===== src/hw/comm_debug_pkg.sv =====
package comm_debug_pkg;

    localparam int ADDR_WIDTH = 16;
    localparam int DATA_WIDTH = 32;
    localparam int REG_WIDTH = 8;

    // register indexes; byte address is four times the index
    localparam logic [ADDR_WIDTH-1:0] DEBUG_UNLOCK_KEY_INDEX = 16'h0700;
    localparam logic [ADDR_WIDTH-1:0] UART_OVERRIDE_CONTROL_INDEX = 16'h0701;
    localparam logic [ADDR_WIDTH-1:0] DAISY_PORT_OVERRIDE_INDEX = 16'h0702;
    localparam logic [ADDR_WIDTH-1:0] PORT_DRIVER_STATUS_INDEX = 16'h0780;
    localparam logic [ADDR_WIDTH-1:0] UART_COMMAND_ERRORS_INDEX = 16'h0781;
    localparam logic [ADDR_WIDTH-1:0] EVENT_STATUS_INDEX = 16'h0790;
    localparam logic [ADDR_WIDTH-1:0] EVENT_ENABLE_INDEX = 16'h0791;
    localparam logic [ADDR_WIDTH-1:0] EVENT_CLEAR_INDEX = 16'h0792;

    localparam logic [REG_WIDTH-1:0] UNLOCK_CODE = 8'hA5;

    localparam logic [REG_WIDTH-1:0] DEBUG_UNLOCK_KEY_RESET = 8'h00;
    localparam logic [REG_WIDTH-1:0] UART_OVERRIDE_CONTROL_RESET = 8'h04;
    localparam logic [REG_WIDTH-1:0] DAISY_PORT_OVERRIDE_RESET = 8'h0F;
    localparam logic [REG_WIDTH-1:0] EVENT_ENABLE_RESET = 8'h00;

    // uart_override_control fields
    localparam int USER_DAISY_EN_BIT = 0;
    localparam int USER_UART_EN_BIT = 1;
    localparam int UART_TX_EN_BIT = 2;
    localparam int UART_MIRROR_EN_BIT = 3;
    localparam int UART_BAUD_BIT = 4;

    // port enable nibble, daisy_port_override[3:0] and port_driver_status[3:0]
    localparam int PORT_FIELD_LSB = 0;
    localparam int PORT_FIELD_WIDTH = 4;
    localparam logic [3:0] PORT_BASE_RESET = 4'h3;
    localparam logic [3:0] PORT_STACK_RESET = 4'hF;
    localparam int CHAIN_AUTO_DRIVEN_BIT = 4;
    localparam int SERIAL_AUTO_DRIVEN_BIT = 5;

    localparam int ERROR_COUNT = 6;

    typedef struct packed {
        logic lower_tx_enable;
        logic lower_rx_enable;
        logic upper_tx_enable;
        logic upper_rx_enable;
    } port_enable_type;

    // bit order matches uart_command_errors[5:0]
    typedef struct packed {
        logic init_byte_error;
        logic read_while_tx_off;
        logic early_clear_error;
        logic frame_byte_error;
        logic unexpected_command;
        logic command_crc_error;
    } command_error_type;

    // decoded events from the uart command receiver, one-cycle pulses
    typedef struct packed {
        logic byte_valid;
        logic is_init_byte;
        logic stop_error;
        logic frame_type_bad;
        logic reserved_bit_set;
        logic byte_error;
        logic is_read_command;
        logic is_stack_or_broadcast;
        logic frame_end;
        logic crc_bad;
        logic comm_clear;
    } uart_rx_event_type;

endpackage


===== src/hw/comm_debug_override_status.sv =====
`timescale 1ns/1ps
module comm_debug_override_status (
    input wire logic i_clk,
    input wire logic i_reset,
    input wire logic i_clk_en,
    input wire logic i_psel,
    input wire logic i_penable,
    input wire logic i_pwrite,
    input wire logic [comm_debug_pkg::ADDR_WIDTH-1:0] i_paddr,
    input wire logic [comm_debug_pkg::DATA_WIDTH-1:0] i_pwdata,
    input wire logic [3:0] i_pstrb,
    output logic [comm_debug_pkg::DATA_WIDTH-1:0] o_prdata,
    output logic o_pready,
    output logic o_pslverr,
    input wire logic i_stacked_role,
    input wire logic i_shared_bus_mode,
    input wire comm_debug_pkg::port_enable_type i_auto_port_enable,
    input wire logic i_fault_reset,
    input wire comm_debug_pkg::uart_rx_event_type i_rx_event,
    output comm_debug_pkg::port_enable_type o_port_enable,
    output logic o_uart_tx_enable,
    output logic o_uart_mirror_enable,
    output logic o_uart_baud_slow,
    output logic o_frame_valid,
    output logic o_frame_discard,
    output logic o_irq
);
    import comm_debug_pkg::*;

    logic [REG_WIDTH-1:0] debug_unlock_key;
    logic [REG_WIDTH-1:0] uart_override_control;
    logic [REG_WIDTH-1:0] daisy_port_override;
    command_error_type uart_command_errors;
    logic [ERROR_COUNT-1:0] event_status;
    logic [ERROR_COUNT-1:0] event_enable;
    logic serial_auto_driven;
    logic chain_auto_driven;
    logic ignoring;
    logic in_frame;

    logic unlocked;
    logic serial_user;
    logic daisy_user;
    logic next_uart_tx_enable;
    port_enable_type next_port_enable;
    command_error_type error_event;
    logic setup_phase;
    logic access_done;
    logic write_done;
    logic [ADDR_WIDTH-1:0] word_index;
    logic addr_mapped;
    logic [REG_WIDTH-1:0] next_read_value;
    logic frame_accepted;

    // override decoding
    assign unlocked = (debug_unlock_key == UNLOCK_CODE);
    assign serial_user = unlocked && uart_override_control[USER_UART_EN_BIT];
    assign daisy_user = unlocked && uart_override_control[USER_DAISY_EN_BIT];

    always_comb begin
        // stacked device keeps its transmitter off unless software turns it on
        next_uart_tx_enable = !i_stacked_role;
        if (serial_user) begin
            next_uart_tx_enable = uart_override_control[UART_TX_EN_BIT];
        end
    end

    always_comb begin
        next_port_enable = i_auto_port_enable;
        if (daisy_user) begin
            next_port_enable = port_enable_type'(
                daisy_port_override[PORT_FIELD_LSB +: PORT_FIELD_WIDTH]);
        end
    end

    // effective port controls, registered
    always_ff @(posedge i_clk) begin
        if (i_reset) begin
            o_port_enable <= i_stacked_role ? port_enable_type'(PORT_STACK_RESET)
                                            : port_enable_type'(PORT_BASE_RESET);
            o_uart_tx_enable <= !i_stacked_role;
            o_uart_mirror_enable <= 1'b0;
            o_uart_baud_slow <= 1'b0;
            serial_auto_driven <= 1'b1;
            chain_auto_driven <= 1'b1;
        end else if (i_clk_en) begin
            o_port_enable <= next_port_enable;
            o_uart_tx_enable <= next_uart_tx_enable;
            // mirroring needs the transmitter switched on as well
            o_uart_mirror_enable <= serial_user && uart_override_control[UART_MIRROR_EN_BIT]
                && uart_override_control[UART_TX_EN_BIT];
            o_uart_baud_slow <= unlocked && uart_override_control[UART_BAUD_BIT];
            serial_auto_driven <= !serial_user;
            chain_auto_driven <= !daisy_user;
        end
    end

    // command frame tracking
    assign frame_accepted = i_rx_event.byte_valid && !ignoring;

    always_comb begin
        error_event = '0;
        if (frame_accepted && i_rx_event.is_init_byte) begin
            error_event.init_byte_error = i_rx_event.stop_error
                || i_rx_event.frame_type_bad || i_rx_event.reserved_bit_set;
            if (!error_event.init_byte_error) begin
                error_event.read_while_tx_off = i_rx_event.is_read_command
                    && !o_uart_tx_enable;
                error_event.unexpected_command = i_rx_event.is_stack_or_broadcast
                    && i_stacked_role && !i_shared_bus_mode;
            end
        end
        if (frame_accepted && !i_rx_event.is_init_byte) begin
            error_event.frame_byte_error = i_rx_event.byte_error;
        end
        error_event.early_clear_error = i_rx_event.comm_clear && in_frame
            && !ignoring;
        // ignored frames raise nothing further
        error_event.command_crc_error = i_rx_event.frame_end && !ignoring
            && i_rx_event.crc_bad;
    end

    always_ff @(posedge i_clk) begin
        if (i_reset) begin
            ignoring <= 1'b0;
            in_frame <= 1'b0;
        end else if (i_clk_en) begin
            if (i_rx_event.comm_clear) begin
                ignoring <= 1'b0;
                in_frame <= 1'b0;
            end else begin
                if (error_event.init_byte_error || error_event.frame_byte_error) begin
                    ignoring <= 1'b1;
                end
                if (i_rx_event.byte_valid && i_rx_event.is_init_byte) begin
                    in_frame <= 1'b1;
                end else if (i_rx_event.frame_end) begin
                    in_frame <= 1'b0;
                end
            end
        end
    end

    // frame counter strobes
    always_ff @(posedge i_clk) begin
        if (i_reset) begin
            o_frame_valid <= 1'b0;
            o_frame_discard <= 1'b0;
        end else if (i_clk_en) begin
            o_frame_valid <= i_rx_event.frame_end && !ignoring && !i_rx_event.crc_bad;
            o_frame_discard <= error_event.command_crc_error;
        end
    end

    // sticky command errors, a new event beats the fault reset
    always_ff @(posedge i_clk) begin
        if (i_reset) begin
            uart_command_errors <= '0;
        end else if (i_clk_en) begin
            if (i_fault_reset) begin
                uart_command_errors <= error_event;
            end else begin
                uart_command_errors <= uart_command_errors | error_event;
            end
        end
    end

    // apb slave: one wait-free access, pready answers in the first access cycle
    assign setup_phase = i_psel && !i_penable && !o_pready;
    assign access_done = i_psel && i_penable && o_pready;
    assign write_done = access_done && i_pwrite && !o_pslverr && i_pstrb[0];
    assign word_index = {2'b00, i_paddr[ADDR_WIDTH-1:2]};

    always_comb begin
        addr_mapped = 1'b1;
        next_read_value = '0;
        if (i_paddr[1:0] != 2'b00) begin
            addr_mapped = 1'b0;
        end else if (word_index == DEBUG_UNLOCK_KEY_INDEX) begin
            next_read_value = debug_unlock_key;
        end else if (word_index == UART_OVERRIDE_CONTROL_INDEX) begin
            next_read_value = uart_override_control;
        end else if (word_index == DAISY_PORT_OVERRIDE_INDEX) begin
            next_read_value = daisy_port_override;
        end else if (word_index == PORT_DRIVER_STATUS_INDEX) begin
            next_read_value = {2'b00, serial_auto_driven, chain_auto_driven,
                o_port_enable};
        end else if (word_index == UART_COMMAND_ERRORS_INDEX) begin
            next_read_value = {2'b00, uart_command_errors};
        end else if (word_index == EVENT_STATUS_INDEX) begin
            next_read_value = {2'b00, event_status};
        end else if (word_index == EVENT_ENABLE_INDEX) begin
            next_read_value = {2'b00, event_enable};
        end else if (word_index == EVENT_CLEAR_INDEX) begin
            next_read_value = '0;
        end else begin
            addr_mapped = 1'b0;
        end
    end

    always_ff @(posedge i_clk) begin
        if (i_reset) begin
            o_pready <= 1'b0;
            o_pslverr <= 1'b0;
            o_prdata <= '0;
        end else if (i_clk_en) begin
            o_pready <= setup_phase;
            o_pslverr <= setup_phase && !addr_mapped;
            if (setup_phase) begin
                o_prdata <= {{(DATA_WIDTH-REG_WIDTH){1'b0}}, next_read_value};
            end
        end
    end

    // software registers
    always_ff @(posedge i_clk) begin
        if (i_reset) begin
            debug_unlock_key <= DEBUG_UNLOCK_KEY_RESET;
            uart_override_control <= UART_OVERRIDE_CONTROL_RESET;
            daisy_port_override <= DAISY_PORT_OVERRIDE_RESET;
            event_enable <= EVENT_ENABLE_RESET[ERROR_COUNT-1:0];
        end else if (i_clk_en && write_done) begin
            if (word_index == DEBUG_UNLOCK_KEY_INDEX) begin
                debug_unlock_key <= i_pwdata[REG_WIDTH-1:0];
            end else if (word_index == UART_OVERRIDE_CONTROL_INDEX) begin
                uart_override_control <= {3'b000, i_pwdata[UART_BAUD_BIT:0]};
            end else if (word_index == DAISY_PORT_OVERRIDE_INDEX) begin
                daisy_port_override <= {4'h0, i_pwdata[PORT_FIELD_WIDTH-1:0]};
            end else if (word_index == EVENT_ENABLE_INDEX) begin
                event_enable <= i_pwdata[ERROR_COUNT-1:0];
            end
        end
    end

    // interrupt status: write one to clear, a new event wins
    always_ff @(posedge i_clk) begin
        if (i_reset) begin
            event_status <= '0;
        end else if (i_clk_en) begin
            if (write_done && word_index == EVENT_CLEAR_INDEX) begin
                event_status <= (event_status & ~i_pwdata[ERROR_COUNT-1:0]) | error_event;
            end else begin
                event_status <= event_status | error_event;
            end
        end
    end

    always_ff @(posedge i_clk) begin
        if (i_reset) begin
            o_irq <= 1'b0;
        end else if (i_clk_en) begin
            o_irq <= |(event_status & event_enable);
        end
    end

endmodule


===== config.mk =====
export PLATFORM = sky130hd
export DESIGN_NAME = comm_debug_override_status
export DESIGN_NICKNAME = d
export VERILOG_FILES = /design/src/hw/comm_debug_pkg.sv /design/src/hw/comm_debug_override_status.sv
export SDC_FILE = /design/constraint.sdc
export NUM_CORES = 1
export LEC_CHECK = 0
export BUFFER_PORTS_ARGS = -buffer_cell sky130_fd_sc_hd__clkbuf_2
export CAP_MARGIN = 20
export CORE_ASPECT_RATIO = 1.75
export CORE_MARGIN = 5
export CORE_UTILIZATION = 49
export DETAILED_ROUTE_END_ITERATION = 16
export PLACE_DENSITY = 0.8
export REMOVE_ABC_BUFFERS = 1
export SETUP_SLACK_MARGIN = 0.05
export SYNTH_ARGS = -nofsm -noshare
export SYNTH_HDL_FRONTEND = slang
export SYNTH_SLANG_ARGS = --single-unit

===== constraint.sdc =====
create_clock -name i_clk -period 2.07 [get_ports i_clk]
set_input_delay 0.207 -clock i_clk [delete_from_list [all_inputs] [get_ports i_clk]]
set_output_delay 0.207 -clock i_clk [all_outputs]
set_load 0.01 [all_outputs]

==> impl_metrics.py <==
metrics = {
    "run_status": {
        "outcome": "complete, no violations",
    },
    "logic_synthesis": {
        "syn_area_per_cell_sq_um": 8.94,
        "synth.cells.most_frequent": "54 x dfxtp_1, 38 x nor2_1, 30 x mux2i_1, 29 x nand2_1, 24 x buf_4",
        "synth_edf_count": 5,
        "ys.flop_type": "dfxtp_1",
        "ys_seq_elements": 59,
        "synthTopCellsByArea": "dfxtp_1 35%, mux2i_1 9.8%, buf_4 5.9%, edfxtp_1 4.9%, nor2_1 4.7%",
        "async_flop_share": 0,
        "yosysWarningCount": 0,
        "post-synth-top-count-cell": "dfxtp_1",
        "ys_seq_area_frac": 0.403,
        "syn_area_sq_um": 3060,
        "yosys.area.top_type": "dfxtp_1",
        "synth_top_cell_area_share": 0.354,
        "syn_inst": 342,
        "synth_cell_types": 53,
    },
    "global_route": {
        "grt_pass1_vias": 2868,
        "antenna_found_initial": 0,
        "grt-ovfl-total": 0,
        "grt_max_degree": 23,
        "grt_pass1_wl_mm": 14.0,
        "grt_usage": 0.230,
    },
    "power": {
        "powerDensity_nw_per_um2": 739,
        "p_total_mw": 2.73,
        "clock_power_share": 0.473,
        "seqPwrFrac": 0.435,
        "power.leakage_nw": 1.70,
        "p_sw_mw": 0.634,
        "irDropWorstVdd_uv": 495,
        "switching_share": 0.233,
        "p_int_mw": 2.09,
        "p_comb_frac": 0.092,
    },
    "finish": {
        "synthToLayoutAreaGrowth_pct": 20.7,
        "nets": 497,
        "fillers": 530,
        "drive_gt1_frac": 0.263,
        "n_antenna_cell": 0,
        "stdcell_area_sq_um": 3690,
    },
    "die": {
        "dieArea_sq_um": 7980,
        "core_region_area_sq_um": 6130,
        "io_pins": 120,
        "die_w_um": 69.7,
        "start_util": 0.499,
        "rows": 38,
        "die_y_um": 115,
    },
    "place": {
        "placed_area_sq_um": 3440,
        "hpwl_mm": 7.03,
        "place.gp.congestion": 0.942,
        "io_buffer_count": 68,
        "post-place-ws_ns": 0.0852,
    },
    "route": {
        "viasPerCell": 5.64,
        "drt-pass1-iter-count": 4,
        "routed_wl_mm": 9.01,
        "drc": 0,
        "drt_iter0_drc": 279,
        "vias": 2853,
        "final_antenna_net_count": 0,
        "wl_per_cell_um": 17.8,
    },
    "critical_path": {
        "crit_chain": "or4b_1, nor3_2, nand2_2, mux2i_1, nand2_1",
        "cpPeakStageDelay_ns": 0.56,
        "cp_max_fo": 5,
        "path_class": "reg2reg",
        "end_kind": "flop",
        "path_buf_inv": 0,
        "critPathTopFamily": "simple AND/OR/NAND/NOR gates",
        "critPathArrivalTime_ns": 1.99,
        "critPathLaunchType": "flop",
        "cp_slowest_cell": "or4b_1",
        "worstPathRequired_ns": 2.17,
    },
    "sta": {
        "finalHoldViolations": 0,
        "timing.final.crit_share": 0.914,
        "rsz0062_at_grt": "false",
        "fmax_mhz": 529,
        "post-route-min-period_ns": 1.89,
        "fin_setup_tns_ns": 0,
        "slew_violations": 0,
        "skew_ns": 0.00771,
        "setup_slack_ns": 0.179,
        "setup_viol": 0,
    },
    "clocking": {
        "postCtsSetupBuffers": 0,
        "cts_tree": "done",
        "htree_levels": 3,
        "clock_latency_ns": 0.35,
        "numCtsBuffers": 9,
        "root_buffer": "clkbuf_8",
        "ctsHoldBuffers": 0,
        "cts_max_path_buffers": 2,
        "cts_sinks": 59,
        "clkTransAtPathRegs_ns": 0.07,
    },
    "run": {
        "max-cap-violations": 0,
    },
    "worst_hold_path": {
        "hold_class": "in2reg",
    },
}
==> stage by stage <==
stage	hold slack, ns	cells	util
detailed placement	0.465	490	0.561
finish	0.112	506	0.602
CTS	0.104	506	0.601
global placement	0.437	490	0.561
floorplan	0.276	329	-
global route	0.112	506	0.602
==> registers in the layout, indices dropped and copies added (netlist names), 4 cells and up <==
signal	flops
event_enable	6
uart_override_control	5
event_status	6
o_prdata	8
uart_command_errors	6
daisy_port_override	4
o_port_enable	4
debug_unlock_key	8
==> path summary, 6_finish.rpt <==
path,end,depth (start not counted),slack [ns],from
min reg2reg,o_prdata[0],1,0.47,o_prdata[0]
max reg2reg,o_port_enable[1],5,0.18,debug_unlock_key[1]
max,o_port_enable[1],5,0.18,debug_unlock_key[1]
min,debug_unlock_key[7],3,0.11,i_pwdata[7]
==> power by group through the flow <==
stage | clock network [mW] | logic (mW) | registers, mW
after floorplan | 0 | 0.0979 | 1.21
final | 1.29 | 0.252 | 1.19
after CTS | 1.29 | 0.247 | 1.18
after global placement | 0 | 0.240 | 1.21
after detailed placement | 0 | 0.245 | 1.21
after global routing | 1.34 | 0.275 | 1.19
==> cells by family after synthesis <==
family,Yosys count,share of synthesized area
compound gates,72,0.156
buf+inv,49,0.0941
flops,59,0.403
mux,37,0.124
other cells,1,0.00123
simple gates,124,0.222
==> metal layers <==
| metal | up-vias | track usage | wire (um) |
|---|---|---|---|
| met5 | - | 0 | 0 |
| met4 | 0 | 0.157 | 518 |
| met3 | 40 | 0.0606 | 662 |
| met2 | 138 | 0.437 | 4810 |
| met1 | 1323 | 0.208 | 3020 |
| li1 | 1352 | - | - |
==> repair_timing <==
action                     CTS  global route
setup endpoints to repair    0             4
resized for setup            0             2
hold endpoints to repair     0             0
==> cell type report <==
type                       instances  area [sq um]  share of cell area
tap                               80           100              0.0271
clock inverter                     5           100              0.0271
inverter                          13          48.8              0.0132
multi-input combinational        257          1630               0.442
clock buffer                      11           141              0.0383
sequential                        59          1230               0.333
timing repair buffer              81           438               0.119
==> cell usage in the layout, fill, tap and decap left out, types with 5 or more instances in the layout <==
master     n
clkbuf_8  10
clkbuf_2  68
nand3_1   12
mux2_2     7
dfxtp_1   54
nand2_1   28
a22oi_1    5
edfxtp_1   5
o211ai_1   7
a21oi_1   22
o21ai_0   10
conb_1    24
inv_1     12
o22ai_1    5
buf_4     13
nor3_1     5
nand4b_1   5
mux2i_1   30
nor2_1    38
==> worst register-to-register path, stage by stage (launching register included) <==
cell and delay (ns):
dfxtp_1 0.32, or4b_1 0.56, nor3_2 0.26, nand2_2 0.19, mux2i_1 0.24, nand2_1 0.08
(Power assumes the default switching activity.)
